`src/verilog/sbg_pkg.sv`:
```
package sbg_pkg;
    localparam logic [6:0] SBG_ADDR_SEL0 = 7'h68;
    localparam logic [6:0] SBG_ADDR_SEL1 = 7'h6A;
    localparam logic [3:0] SBG_REG_GATE = 4'h0;
    localparam logic [3:0] SBG_REG_COUNT = 4'h8;
    localparam logic [3:0] SBG_REG_DIS = 4'hB;
    localparam int SBG_NREGS = 16;
    localparam int SBG_OE1_BIT = 2;
    localparam int SBG_OE0_BIT = 1;
    localparam logic [7:0] SBG_GATE_RST = 8'h06;
    localparam logic [7:0] SBG_GATE_RW_MASK = 8'h06;
    localparam logic [7:0] SBG_COUNT_RST = 8'h08;
    localparam logic [7:0] SBG_DIS_RST = 8'h00;
    localparam logic [1:0] SBG_DIS_LOW0 = 2'h0;
    localparam logic [1:0] SBG_DIS_HIZ = 2'h1;
    localparam logic [1:0] SBG_DIS_LOW2 = 2'h2;
    localparam logic [1:0] SBG_DIS_HIGH = 2'h3;
    typedef enum logic [2:0] {
        SBG_IDLE = 3'b000,
        SBG_RX = 3'b001,
        SBG_RX_ACK = 3'b010,
        SBG_TX = 3'b011,
        SBG_TX_ACK = 3'b100,
        SBG_SKIP = 3'b101
    } sbg_state_t;
endpackage

```
`src/verilog/sbg_regmem.sv`:
```
`timescale 1ns/10ps
module sbg_regmem (
    input wire logic ref_clk,
    input wire logic resetn,
    input wire logic wr_en,
    input wire logic [3:0] wr_idx,
    input wire logic [7:0] wr_data,
    input wire logic [3:0] rd_idx,
    output logic [7:0] rd_data,
    output logic [7:0] gate_reg,
    output logic [7:0] count_reg,
    output logic [7:0] dis_reg
);
    logic [7:0] mem [sbg_pkg::SBG_NREGS];
    genvar i;
    generate
        for (i = 0; i < sbg_pkg::SBG_NREGS; i++) begin : g_reg
            localparam logic [7:0] RST =
                (i == sbg_pkg::SBG_REG_GATE) ? sbg_pkg::SBG_GATE_RST :
                (i == sbg_pkg::SBG_REG_COUNT) ? sbg_pkg::SBG_COUNT_RST :
                8'h00;
            localparam logic [7:0] MASK =
                (i == sbg_pkg::SBG_REG_GATE) ?
                sbg_pkg::SBG_GATE_RW_MASK : 8'hFF;
            wire hit = wr_en && (wr_idx == 4'(i));
            always_ff @(posedge ref_clk or negedge resetn) begin
                if (!resetn) begin
                    mem[i] <= RST;
                end else if (hit) begin
                    // Reserved bits keep their fixed value
                    mem[i] <= (wr_data & MASK) | (RST & ~MASK); // [RULE_19]
                end
            end
        end
    endgenerate
    always_ff @(posedge ref_clk or negedge resetn) begin
        if (!resetn) begin
            rd_data <= 8'h00;
        end else begin
            rd_data <= mem[rd_idx];
        end
    end
    assign gate_reg = mem[sbg_pkg::SBG_REG_GATE];
    assign count_reg = mem[sbg_pkg::SBG_REG_COUNT];
    assign dis_reg = mem[sbg_pkg::SBG_REG_DIS];
endmodule

```
`src/verilog/sbg_slave.sv`:
```
`timescale 1ns/10ps
// How it works
// [RULE_01] Start then our address with write bit; we acknowledge the address.
// [RULE_02] Byte after address is start index N; acknowledged, used first.
// [RULE_03] In a block write the next byte is count X; acknowledged.
// [RULE_04] X data bytes go to N..N+X-1, each acknowledged.
// [RULE_05] Host ends a block write with stop.
// [RULE_06] Read: index write, repeated start, read address, acknowledged.
// [RULE_07] First byte returned in a read is the count X.
// [RULE_08] Then registers N upward to N+X-1 are returned.
// [RULE_09] Returned count comes from the byte count register at index 8.
// [RULE_10] Host acknowledges every read byte except the last.
// [RULE_11] Host not-acknowledges the last byte; we release data then.
// [RULE_12] Slave address chosen by latching the address select pin.
// [RULE_13] Register 0 bit 2 enables output 1; resets to 1.
// [RULE_14] Register 0 bit 1 enables output 0; resets to 1.
// [RULE_15] Cleared enable overrides pin; output shows disabled-state field.
// [RULE_16] Disabled field: 00 low, 01 high-Z, 10 low, 11 high.
// [RULE_17] Register index advances by one after each data byte.
// [RULE_18] Output runs only when bit is 1 and enable pin low.
// [RULE_19] Reserved bits of register 0 ignore writes, read fixed.
module sbg_slave (
    input wire logic ref_clk,
    input wire logic resetn,
    input wire logic scl_in,
    input wire logic sda_in,
    output logic sda_out,
    output logic sda_oe,
    input wire logic address_select_pin,
    input wire logic diff_out0_en_n,
    input wire logic diff_out1_en_n,
    output logic [1:0] diff_out0_run,
    output logic [1:0] diff_out0_level,
    output logic [1:0] diff_out0_oe,
    output logic [1:0] diff_out1_run,
    output logic [1:0] diff_out1_level,
    output logic [1:0] diff_out1_oe
);
    // Two-flop synchronisers; stage one only feeds stage two
    logic [1:0] scl_sy, sda_sy, sel_sy, en0_sy, en1_sy;
    logic scl_d, sda_d;
    always_ff @(posedge ref_clk or negedge resetn) begin
        if (!resetn) begin
            scl_sy <= 2'b11;
            sda_sy <= 2'b11;
            sel_sy <= 2'b00;
            en0_sy <= 2'b11;
            en1_sy <= 2'b11;
            scl_d <= 1'b1;
            sda_d <= 1'b1;
        end else begin
            scl_sy <= {scl_sy[0], scl_in};
            sda_sy <= {sda_sy[0], sda_in};
            sel_sy <= {sel_sy[0], address_select_pin};
            en0_sy <= {en0_sy[0], diff_out0_en_n};
            en1_sy <= {en1_sy[0], diff_out1_en_n};
            scl_d <= scl_sy[1];
            sda_d <= sda_sy[1];
        end
    end
    wire scl = scl_sy[1];
    wire sda = sda_sy[1];
    wire scl_rise = scl && !scl_d;
    wire scl_fall = !scl && scl_d;
    wire start_cond = scl && scl_d && sda_d && !sda;
    wire stop_cond = scl && scl_d && !sda_d && sda;

    // Address select caught once the synchroniser holds the real pin level;
    // sampling at the first edge would latch the reset value instead
    logic sel_taken, addr_sel;
    logic [1:0] sel_fill;
    always_ff @(posedge ref_clk or negedge resetn) begin
        if (!resetn) begin
            sel_taken <= 1'b0;
            addr_sel <= 1'b0;
            sel_fill <= 2'b00;
        end else begin
            sel_fill <= {sel_fill[0], 1'b1};
            if (sel_fill[1] && !sel_taken) begin
                sel_taken <= 1'b1;
                addr_sel <= sel_sy[1]; // [RULE_12]
            end
        end
    end
    wire [6:0] my_addr = addr_sel ? sbg_pkg::SBG_ADDR_SEL1
                                  : sbg_pkg::SBG_ADDR_SEL0;

    sbg_pkg::sbg_state_t state, next_state;
    logic [2:0] bitcnt;
    logic [7:0] shreg;
    logic [1:0] phase;   // 0 addr, 1 index, 2 count, 3 data
    logic reading, sent_count, acking;
    logic [3:0] idx;
    logic [7:0] remain;
    logic [7:0] rd_data, gate_reg, count_reg, dis_reg;

    wire [7:0] rx_byte = {shreg[6:0], sda};
    wire last_bit = scl_rise && bitcnt == 3'd7;
    wire addr_hit = rx_byte[7:1] == my_addr;
    // Writes land only in the data phase while count remains
    wire wr_en = state == sbg_pkg::SBG_RX && last_bit && phase == 2'd3
                 && remain != 8'd0; // [RULE_04]
    wire [7:0] tx_byte =
        sent_count ? rd_data : count_reg; // [RULE_07] [RULE_09]

    sbg_regmem u_mem (
        .ref_clk(ref_clk),
        .resetn(resetn),
        .wr_en(wr_en),
        .wr_idx(idx),
        .wr_data(rx_byte),
        .rd_idx(idx),
        .rd_data(rd_data),
        .gate_reg(gate_reg),
        .count_reg(count_reg),
        .dis_reg(dis_reg)
    );

    always_comb begin
        next_state = state;
        case (state)
            sbg_pkg::SBG_IDLE: next_state = sbg_pkg::SBG_IDLE;
            sbg_pkg::SBG_RX: if (last_bit) begin
                if (phase == 2'd0 && !addr_hit) begin
                    next_state = sbg_pkg::SBG_SKIP;
                end else begin
                    next_state = sbg_pkg::SBG_RX_ACK;
                end
            end
            sbg_pkg::SBG_RX_ACK: if (scl_fall && acking) begin
                next_state = reading ? sbg_pkg::SBG_TX : sbg_pkg::SBG_RX;
            end
            sbg_pkg::SBG_TX: if (scl_fall && bitcnt == 3'd7) begin
                next_state = sbg_pkg::SBG_TX_ACK;
            end
            sbg_pkg::SBG_TX_ACK: if (scl_rise && sda) begin
                // Not-acknowledge ends our drive of data
                next_state = sbg_pkg::SBG_SKIP; // [RULE_11]
            end else if (scl_fall) begin
                // Next byte waits for the end of the ack clock, else it slips
                next_state = sbg_pkg::SBG_TX; // [RULE_10]
            end
            sbg_pkg::SBG_SKIP: next_state = sbg_pkg::SBG_SKIP;
            default: next_state = sbg_pkg::SBG_IDLE;
        endcase
        if (start_cond) begin
            next_state = sbg_pkg::SBG_RX; // [RULE_06]
        end else if (stop_cond) begin
            next_state = sbg_pkg::SBG_IDLE; // [RULE_05]
        end
    end

    always_ff @(posedge ref_clk or negedge resetn) begin
        if (!resetn) begin
            state <= sbg_pkg::SBG_IDLE;
            bitcnt <= 3'd0;
            shreg <= 8'h00;
            phase <= 2'd0;
            reading <= 1'b0;
            sent_count <= 1'b0;
            acking <= 1'b0;
            idx <= 4'h0;
            remain <= 8'h00;
        end else begin
            state <= next_state;
            if (start_cond) begin
                bitcnt <= 3'd0;
                phase <= 2'd0;
                acking <= 1'b0;
            end else begin
                case (state)
                    sbg_pkg::SBG_RX: if (scl_rise) begin
                        shreg <= rx_byte;
                        bitcnt <= bitcnt + 3'd1;
                        if (last_bit) begin
                            case (phase)
                                2'd0: begin
                                    reading <= rx_byte[0]; // [RULE_01]
                                    sent_count <= 1'b0;
                                    if (!rx_byte[0]) begin
                                        phase <= 2'd1;
                                    end
                                end
                                2'd1: begin
                                    idx <= rx_byte[3:0]; // [RULE_02]
                                    phase <= 2'd2;
                                end
                                2'd2: begin
                                    remain <= rx_byte; // [RULE_03]
                                    phase <= 2'd3;
                                end
                                default: if (remain != 8'd0) begin
                                    idx <= idx + 4'd1; // [RULE_17]
                                    remain <= remain - 8'd1;
                                end
                            endcase
                        end
                    end
                    sbg_pkg::SBG_RX_ACK: begin
                        if (scl_fall) begin
                            acking <= !acking;
                        end
                        bitcnt <= 3'd0;
                    end
                    sbg_pkg::SBG_TX: if (scl_fall) begin
                        bitcnt <= bitcnt + 3'd1;
                    end
                    sbg_pkg::SBG_TX_ACK: if (scl_rise && !sda) begin
                        if (sent_count) begin
                            idx <= idx + 4'd1; // [RULE_17] [RULE_08]
                        end
                        sent_count <= 1'b1;
                    end
                    default: bitcnt <= 3'd0;
                endcase
            end
        end
    end

    // Drive data low for acks and zero bits of transmitted bytes
    wire ack_drive = state == sbg_pkg::SBG_RX_ACK && acking; // [RULE_04]
    wire tx_drive = state == sbg_pkg::SBG_TX && !tx_byte[3'd7 - bitcnt];
    wire next_sda_oe = ack_drive || tx_drive;
    always_ff @(posedge ref_clk or negedge resetn) begin
        if (!resetn) begin
            sda_oe <= 1'b0;
            sda_out <= 1'b0;
        end else begin
            sda_oe <= next_sda_oe;
            sda_out <= 1'b0;
        end
    end

    a_ack_drive: assert property ( // [RULE_04]
        @(posedge ref_clk) disable iff (!resetn)
        ack_drive |=> sda_oe
    ) else $error("Acknowledge not driven on data");

    a_nak_release: assert property ( // [RULE_11]
        @(posedge ref_clk) disable iff (!resetn)
        state == sbg_pkg::SBG_TX_ACK && scl_rise && sda
        |=> state == sbg_pkg::SBG_SKIP
    ) else $error("Data still driven after not-acknowledge");

    a_index_step: assert property ( // [RULE_17]
        @(posedge ref_clk) disable iff (!resetn)
        state == sbg_pkg::SBG_TX_ACK && scl_rise && !sda && sent_count
        |=> idx == $past(idx) + 4'd1
    ) else $error("Register index did not advance");

    // Output gating, pins active low, register bit must be set too
    wire run0 =
        gate_reg[sbg_pkg::SBG_OE0_BIT] && !en0_sy[1]; // [RULE_14] [RULE_18]
    wire run1 =
        gate_reg[sbg_pkg::SBG_OE1_BIT] && !en1_sy[1]; // [RULE_13] [RULE_18]
    wire [1:0] dsel = dis_reg[1:0];
    wire dis_hiz = dsel == sbg_pkg::SBG_DIS_HIZ; // [RULE_16]
    wire dis_high = dsel == sbg_pkg::SBG_DIS_HIGH; // [RULE_16]
    always_ff @(posedge ref_clk or negedge resetn) begin
        if (!resetn) begin
            diff_out0_run <= 2'b00;
            diff_out1_run <= 2'b00;
            diff_out0_level <= 2'b00;
            diff_out1_level <= 2'b00;
            diff_out0_oe <= 2'b11;
            diff_out1_oe <= 2'b11;
        end else begin
            diff_out0_run <= {2{run0}};
            diff_out1_run <= {2{run1}};
            // Disabled pair shows the selected state on both legs
            diff_out0_level <= {2{!run0 && dis_high}}; // [RULE_15]
            diff_out1_level <= {2{!run1 && dis_high}}; // [RULE_15]
            diff_out0_oe <= {2{run0 || !dis_hiz}};
            diff_out1_oe <= {2{run1 || !dis_hiz}};
        end
    end

    a_run1_gate: assert property ( // [RULE_13]
        @(posedge ref_clk) disable iff (!resetn)
        diff_out1_run[0] |-> $past(gate_reg[sbg_pkg::SBG_OE1_BIT])
    ) else $error("Output 1 runs with its enable bit clear");

    a_run0_gate: assert property ( // [RULE_14]
        @(posedge ref_clk) disable iff (!resetn)
        diff_out0_run[0] |-> $past(gate_reg[sbg_pkg::SBG_OE0_BIT])
    ) else $error("Output 0 runs with its enable bit clear");

    a_dis_level: assert property ( // [RULE_15]
        @(posedge ref_clk) disable iff (!resetn)
        !diff_out1_run[0] |-> diff_out1_level == {2{$past(dis_high)}}
    ) else $error("Disabled output 1 shows the wrong level");

    a_hiz_oe: assert property ( // [RULE_16]
        @(posedge ref_clk) disable iff (!resetn)
        diff_out1_oe == 2'b00 |-> $past(dis_hiz) && !diff_out1_run[0]
    ) else $error("Output 1 released without high impedance select");

    a_pin_run: assert property ( // [RULE_18]
        @(posedge ref_clk) disable iff (!resetn)
        diff_out0_run[0] |-> !$past(en0_sy[1])
    ) else $error("Output 0 runs with its enable pin high");
endmodule
```
`config.mk`:
```
export PLATFORM = sky130hd
export DESIGN_NAME = sbg_slave
export DESIGN_NICKNAME = d
export VERILOG_FILES = /design/src/verilog/sbg_pkg.sv /design/src/verilog/sbg_regmem.sv /design/src/verilog/sbg_slave.sv
export SDC_FILE = /design/constraint.sdc
export NUM_CORES = 1
export LEC_CHECK = 0
export ABC_AREA = 1
export BUFFER_PORTS_ARGS = -buffer_cell sky130_fd_sc_hd__buf_2
export CAP_MARGIN = 20
export CORE_ASPECT_RATIO = 1.4
export CORE_MARGIN = 1
export CORE_UTILIZATION = 30
export DETAILED_ROUTE_END_ITERATION = 12
export PLACE_DENSITY = 0.55
export SLEW_MARGIN = 20
export SYNTH_ARGS = -nofsm -noshare
export SYNTH_HDL_FRONTEND = slang
export SYNTH_HIERARCHICAL = 1
export SYNTH_SLANG_ARGS = --single-unit
```
`constraint.sdc`:
```
create_clock -name ref_clk -period 2.7 [get_ports ref_clk]
set_clock_uncertainty 0.1 [all_clocks]
set_input_delay 0.54 -clock ref_clk [delete_from_list [all_inputs] [get_ports ref_clk]]
set_output_delay 0.54 -clock ref_clk [all_outputs]
set_load 0.005 [all_outputs]
```
==> results.ini, run 1 <==
[die]
core_um2 = 30000
io_pins = 21
rows = 75
die_w_um = 150
die_area_um2 = 31300
fp.dieH_um = 209
start_util = 0.306

[critical_path]
cp-end-kind = register
cp_common_cell = nand2_1
crit_buf_inv = 3
crit_path_cell_trace = nand2_1, nor2_4, nand2_4, inv_1, nand2_1, a21oi_1, buf_4, nand2_1, nor2_2, nand2_1, buf_4, nand2_1, o21ai_0
critPathArrivalTime_ns = 2.70
cp.required_ns = 2.90
startpoint_type = register
path_delay_family = simple AND/OR/NAND/NOR gates
crit_slowest_cell = dfstp_2
worstPathMaxFanout = 16
max_stage_delay_ns = 0.61
worst-setup-path-type = register to register

[drt]
ant_nets = 0
drc = 0
viasPerCell = 4.61
avgRoutedWirePerCell_um = 14.9
firstDrtPassIters = 8
drt_iter0_markers = 445
via_count = 7250
drt_wl_total_mm = 23.4

[place]
numPortBuffers = 19
place.detailed.hpwl_mm = 15.8
placed_area_um2 = 9540
dp_cells = 1538
routabilityCongestion = 0.816

[yosys]
syn-cell-area_um2 = 9180
syn_area_per_cell_um2 = 7.80
netlist_instances = 1176
synth_nets = 1193
yosysWarnings = 6

[clocking]
numCtsBuffers = 17
path_clk_slew_ns = 0.07
clock_path_buffers = 2
clock-root-buffer = clkbuf_16
clk_latency_ns = 0.45
clock-sinks = 183
cts_tree = yes
cts_max_level = 4

[run]
drv_cap = 0

[hold_path]
hold_path_class = input pin to asynchronous set/reset pin

[grt]
grt_first_pass_wirelength_mm = 38.4
grt.total_usage = 0.162
grt-ovfl-total = 0
antenna_found_initial = 0
first_global_vias = 7269
grt_max_degree = 71

[layout]
finalNonFillerCells = 1573
drive_gt1_frac = 0.116
largest-register = u_mem/mem
fillCellCount = 3183
largest_reg_flops = 104
layout.nets = 1192
final_area_um2 = 10200
ff_latch_area_um2 = 4600
multi_input_area_um2 = 3590
diodes = 0
syn_to_final_growth_pct = 11.2

[timing]
finalSetupViolCount = 0
final_hold_viol_count = 3
fmax_mhz = 399
worst_pin_slew_ns = 0.765
post-route-min-period_ns = 2.50
holdWs_ns = -0.0192
rsz0062_at_grt = no
fin_setup_tns_ns = 0
post-route-period-util = 0.927
relSlewSlack = 0.489
drv_slew = 0

[status]
status = complete, but fails checks
failed_checks = hold timing

[pwr]
report.power.total_mw = 5.97
vdd_drop_max_uv = 464
p_leak_nw = 4.84
power_density_nw_per_um2 = 585

==> per-layer routing <==
layer	vias to the layer above	GRT usage	share of wire
met3	49	0.0306	0.028
met1	3423	0.180	0.41
met2	112	0.285	0.52
li1	3666	-	-
met5	-	0	0
met4	0	0.0906	0.042
==> worst reg2reg max path, stage by stage, from the launching register on <==
cell     delay (ns)
dfstp_2        0.61
nand2_1        0.15
nor2_4         0.15
nand2_4        0.09
inv_1          0.08
nand2_1        0.05
a21oi_1        0.13
buf_4          0.17
nand2_1        0.12
nor2_2         0.24
nand2_1        0.12
buf_4          0.21
nand2_1        0.07
o21ai_0        0.07
==> placed cells by master, fill, tap and decap left out, drive strengths merged <==
cell type,count
o211ai,1
o22ai,1
nand2,396
xor2,1
nand3,131
buf,46
inv,156
o21ai,150
and3,1
or2,6
conb,2
dfstp,15
a211oi,1
ha,10
a21oi,12
clkinvlp,3
nor3,6
clkinv,5
dfrtp,168
nand4,8
mux2i,1
clkbuf,23
mux2,1
xnor2,2
nor2,40
bufinv,2
==> path summary, 6_finish.rpt <==
kind | startpoint | end | slack (ns) | cells past startpoint
max | scl_sy[1]$_DFF_PN1_ | u_mem/mem[99]$_DFFE_PN0P_ | 0.20 | 13
min | resetn | u_mem/mem[106]$_DFFE_PN0P_ | -0.02 | 1
max reg2reg | scl_sy[1]$_DFF_PN1_ | u_mem/mem[99]$_DFFE_PN0P_ | 0.20 | 13
min reg2reg | sel_sy[0]$_DFF_PN0_ | sel_sy[1]$_DFF_PN0_ | 0.25 | 0
max in group asynchronous | resetn | scl_sy[0]$_DFF_PN1_ | 1.72 | 2
min in group ref_clk | diff_out0_en_n | en0_sy[0]$_DFF_PN1_ | 0.09 | 1
==> where the power goes <==
| part | internal, mW | switching [mW] | leakage [nW] |
|---|---|---|---|
| combinational | 0.139 | 0.445 | 2.08 |
| clock | 1.44 | 1.10 | 0.283 |
| sequential | 2.79 | 0.0485 | 2.48 |
==> layout make-up <==
class,instances,area share
Sequential cell,183,0.451
Multi-Input combinational cell,770,0.352
Inverter,156,0.0576
Clock inverter,10,0.0117
Tap cell,385,0.0472
Clock buffer,22,0.0465
Timing Repair Buffer,47,0.0345
==> through the flow <==
| step | setup slack, ns | util |
|---|---|---|
| 6_report | 0.196 | 0.340 |
| 4_1_cts | 0.0314 | 0.338 |
| 3_3_place_gp | 0.176 | 0.318 |
| 2_1_floorplan | 0.383 | - |
| 3_5_place_dp | 0.0580 | 0.318 |
| 5_1_grt | 0.00169 | 0.340 |
==> what timing repair did <==
action | in CTS | in global routing
hold endpoints to repair | 0 | 0
setup buffers | 0 | 3
resized for setup | 0 | 12
setup endpoints to repair | 0 | 99
hold buffers | 0 | 0
No activity file was read; power rests on OpenSTA's default activity.
==> run 2, diff against run 1 <==
Clock period 2.7 ns to 2.4 ns, I/O delays scaled along.
==> run 2 against run 1 <==
  * The run now ends clean
  * Cell area rose by 2.3%
  * Global-route usage fell by 0.32 points
  * Largest cell class unchanged
  * Critical path type unchanged
  * Die area did not move
==> results.ini, run 2 (synthesis gave the netlist of run 1 again) <==
[critical_path]
worstPathMaxFanout = 8
cp.required_ns = 2.59
cp-end-kind = register
critPathArrivalTime_ns = 2.44
worst-setup-path-type = register to register
startpoint_type = register

[clocking]
clk_latency_ns = 0.44
cts_max_level = 4
path_clk_slew_ns = 0.07
clock_path_buffers = 2
clock-sinks = 183
cts_tree = yes
clock-root-buffer = clkbuf_16
numCtsBuffers = 17

[timing]
drv_slew = 0
post-route-min-period_ns = 2.26
holdWs_ns = 0.0430
post-route-period-util = 0.940
setup_slack_ns = 0.145
fin_setup_tns_ns = 0
final_hold_viol_count = 0
fmax_mhz = 443
rsz0062_at_grt = no
worst_pin_slew_ns = 0.728
finalSetupViolCount = 0
relSlewSlack = 0.514

[die]
rows = 75
start_util = 0.306
core_um2 = 30000
die_w_um = 150
die_area_um2 = 31300
fp.dieH_um = 209
io_pins = 21

[run]
drv_cap = 0

[layout]
layout.nets = 1213
syn_to_final_growth_pct = 13.7
layout_commonest_cell = nand2_1
largest-register = u_mem/mem
fillCellCount = 3162
largest_reg_flops = 104
drive_gt1_frac = 0.135
diodes = 0
final_area_um2 = 10400
mostFrequentLayoutCells = nand2_1, dfrtp_1, inv_1

[grt]
grt-ovfl-total = 0
top_usage_layer = met2
antenna_found_initial = 0
grt_util_met3 = 0.0253
grtUsageMet1 = 0.182
grt_max_degree = 71
grt_first_pass_wirelength_mm = 38.0
first_global_vias = 7214
grt.total_usage = 0.158
gr-usage-met2 = 0.284

[place]
routabilityCongestion = 0.852
placed_area_um2 = 9710
place.detailed.hpwl_mm = 15.8
pre_cts_ws_ns = 0.0235
numPortBuffers = 19

[pwr]
report.power.total_mw = 6.66
power_density_nw_per_um2 = 639
vdd_drop_max_uv = 474
p_int_mw = 4.91
p_leak_nw = 4.94
seq_power_share = 0.479
netSwitchingPower_mw = 1.76
clockPowerShare = 0.420
netSwitchingFraction = 0.264
comb_power_share = 0.101

[hold_path]
hold_path_class = input pin to register

[status]
status = complete, no violations

[drt]
ant_nets = 0
viasPerCell = 4.58
drt_wl_total_mm = 23.3
via_count = 7300
drc = 0
avgRoutedWirePerCell_um = 14.6
drt_iter0_markers = 447
firstDrtPassIters = 5

run 2: routing by layer:
metal  wire, µm  part of all wire
met2      12400              0.53
met5          0                 0
met1       9660              0.41
met4        745             0.032
met3        469             0.020
run 2: power groups by stage:
stage | clock [mW] | combinational (mW) | sequential (mW)
CTS | 2.88 | 0.687 | 3.19
floorplan | 0 | 0.392 | 3.23
global placement | 0 | 0.685 | 3.25
detailed placement | 0 | 0.682 | 3.25
finish | 2.80 | 0.674 | 3.19
global route | 3.00 | 0.771 | 3.20
run 2: metrics by stage:
| stage | std cells | utilization |
|---|---|---|
| 4_1_cts | 1588 | 0.343 |
| 3_5_place_dp | 1555 | 0.323 |
| 3_3_place_gp | 1555 | 0.323 |
| 2_1_floorplan | 1176 | - |
| 6_report | 1594 | 0.348 |
| 5_1_grt | 1594 | 0.348 |
run 2: worst max-delay path: stages (launching register included):
cell,delay (ns)
dfrtp_1,0.36
ha_2,0.17
ha_2,0.16
inv_1,0.06
nor2_4,0.12
nand2_4,0.06
inv_2,0.05
nand2_1,0.05
a21oi_2,0.13
buf_6,0.14
nand2_2,0.07
nor2_4,0.14
buf_6,0.12
nand2_2,0.06
buf_2,0.18
nand2_1,0.06
o21ai_0,0.07
run 2: repair_timing:
item / CTS / global route
hold buffers: 1 / 0
buffers inserted: 0 / 2
pin swaps: 0 / 3
gates cloned: 0 / 4
resized for setup: 1 / 37
endpoints found under the setup margin: 1 / 96
endpoints found under the hold margin: 50 / 0
run 2: final timing paths:
path / start / endpoint / slack [ns] / cells past startpoint
setup / recovery: bitcnt[0]$_DFFE_PN0P_ / u_mem/mem[18]$_DFFE_PN0P_ / 0.14 / 16
hold / removal: diff_out0_en_n / en0_sy[0]$_DFF_PN1_ / 0.04 / 1
setup reg to reg: bitcnt[0]$_DFFE_PN0P_ / u_mem/mem[18]$_DFFE_PN0P_ / 0.14 / 16
hold reg to reg: sel_sy[0]$_DFF_PN0_ / sel_sy[1]$_DFF_PN0_ / 0.25 / 0
max in group asynchronous: resetn / diff_out0_oe[0]$_DFF_PN1_ / 1.01 / 3
min in group asynchronous: resetn / u_mem/mem[96]$_DFFE_PN0P_ / 0.51 / 2
run 2: final cells by class:
| type | count | area [µm²] | area share |
|---|---|---|---|
| clock buffers | 21 | 460 | 0.0441 |
| clock inverters | 11 | 124 | 0.0119 |
| inverters | 156 | 588 | 0.0563 |
| multi-input cells | 770 | 3600 | 0.345 |
| flip-flops and latches | 183 | 4600 | 0.441 |
| well taps | 385 | 482 | 0.0462 |
| repair buffers | 68 | 581 | 0.0556 |
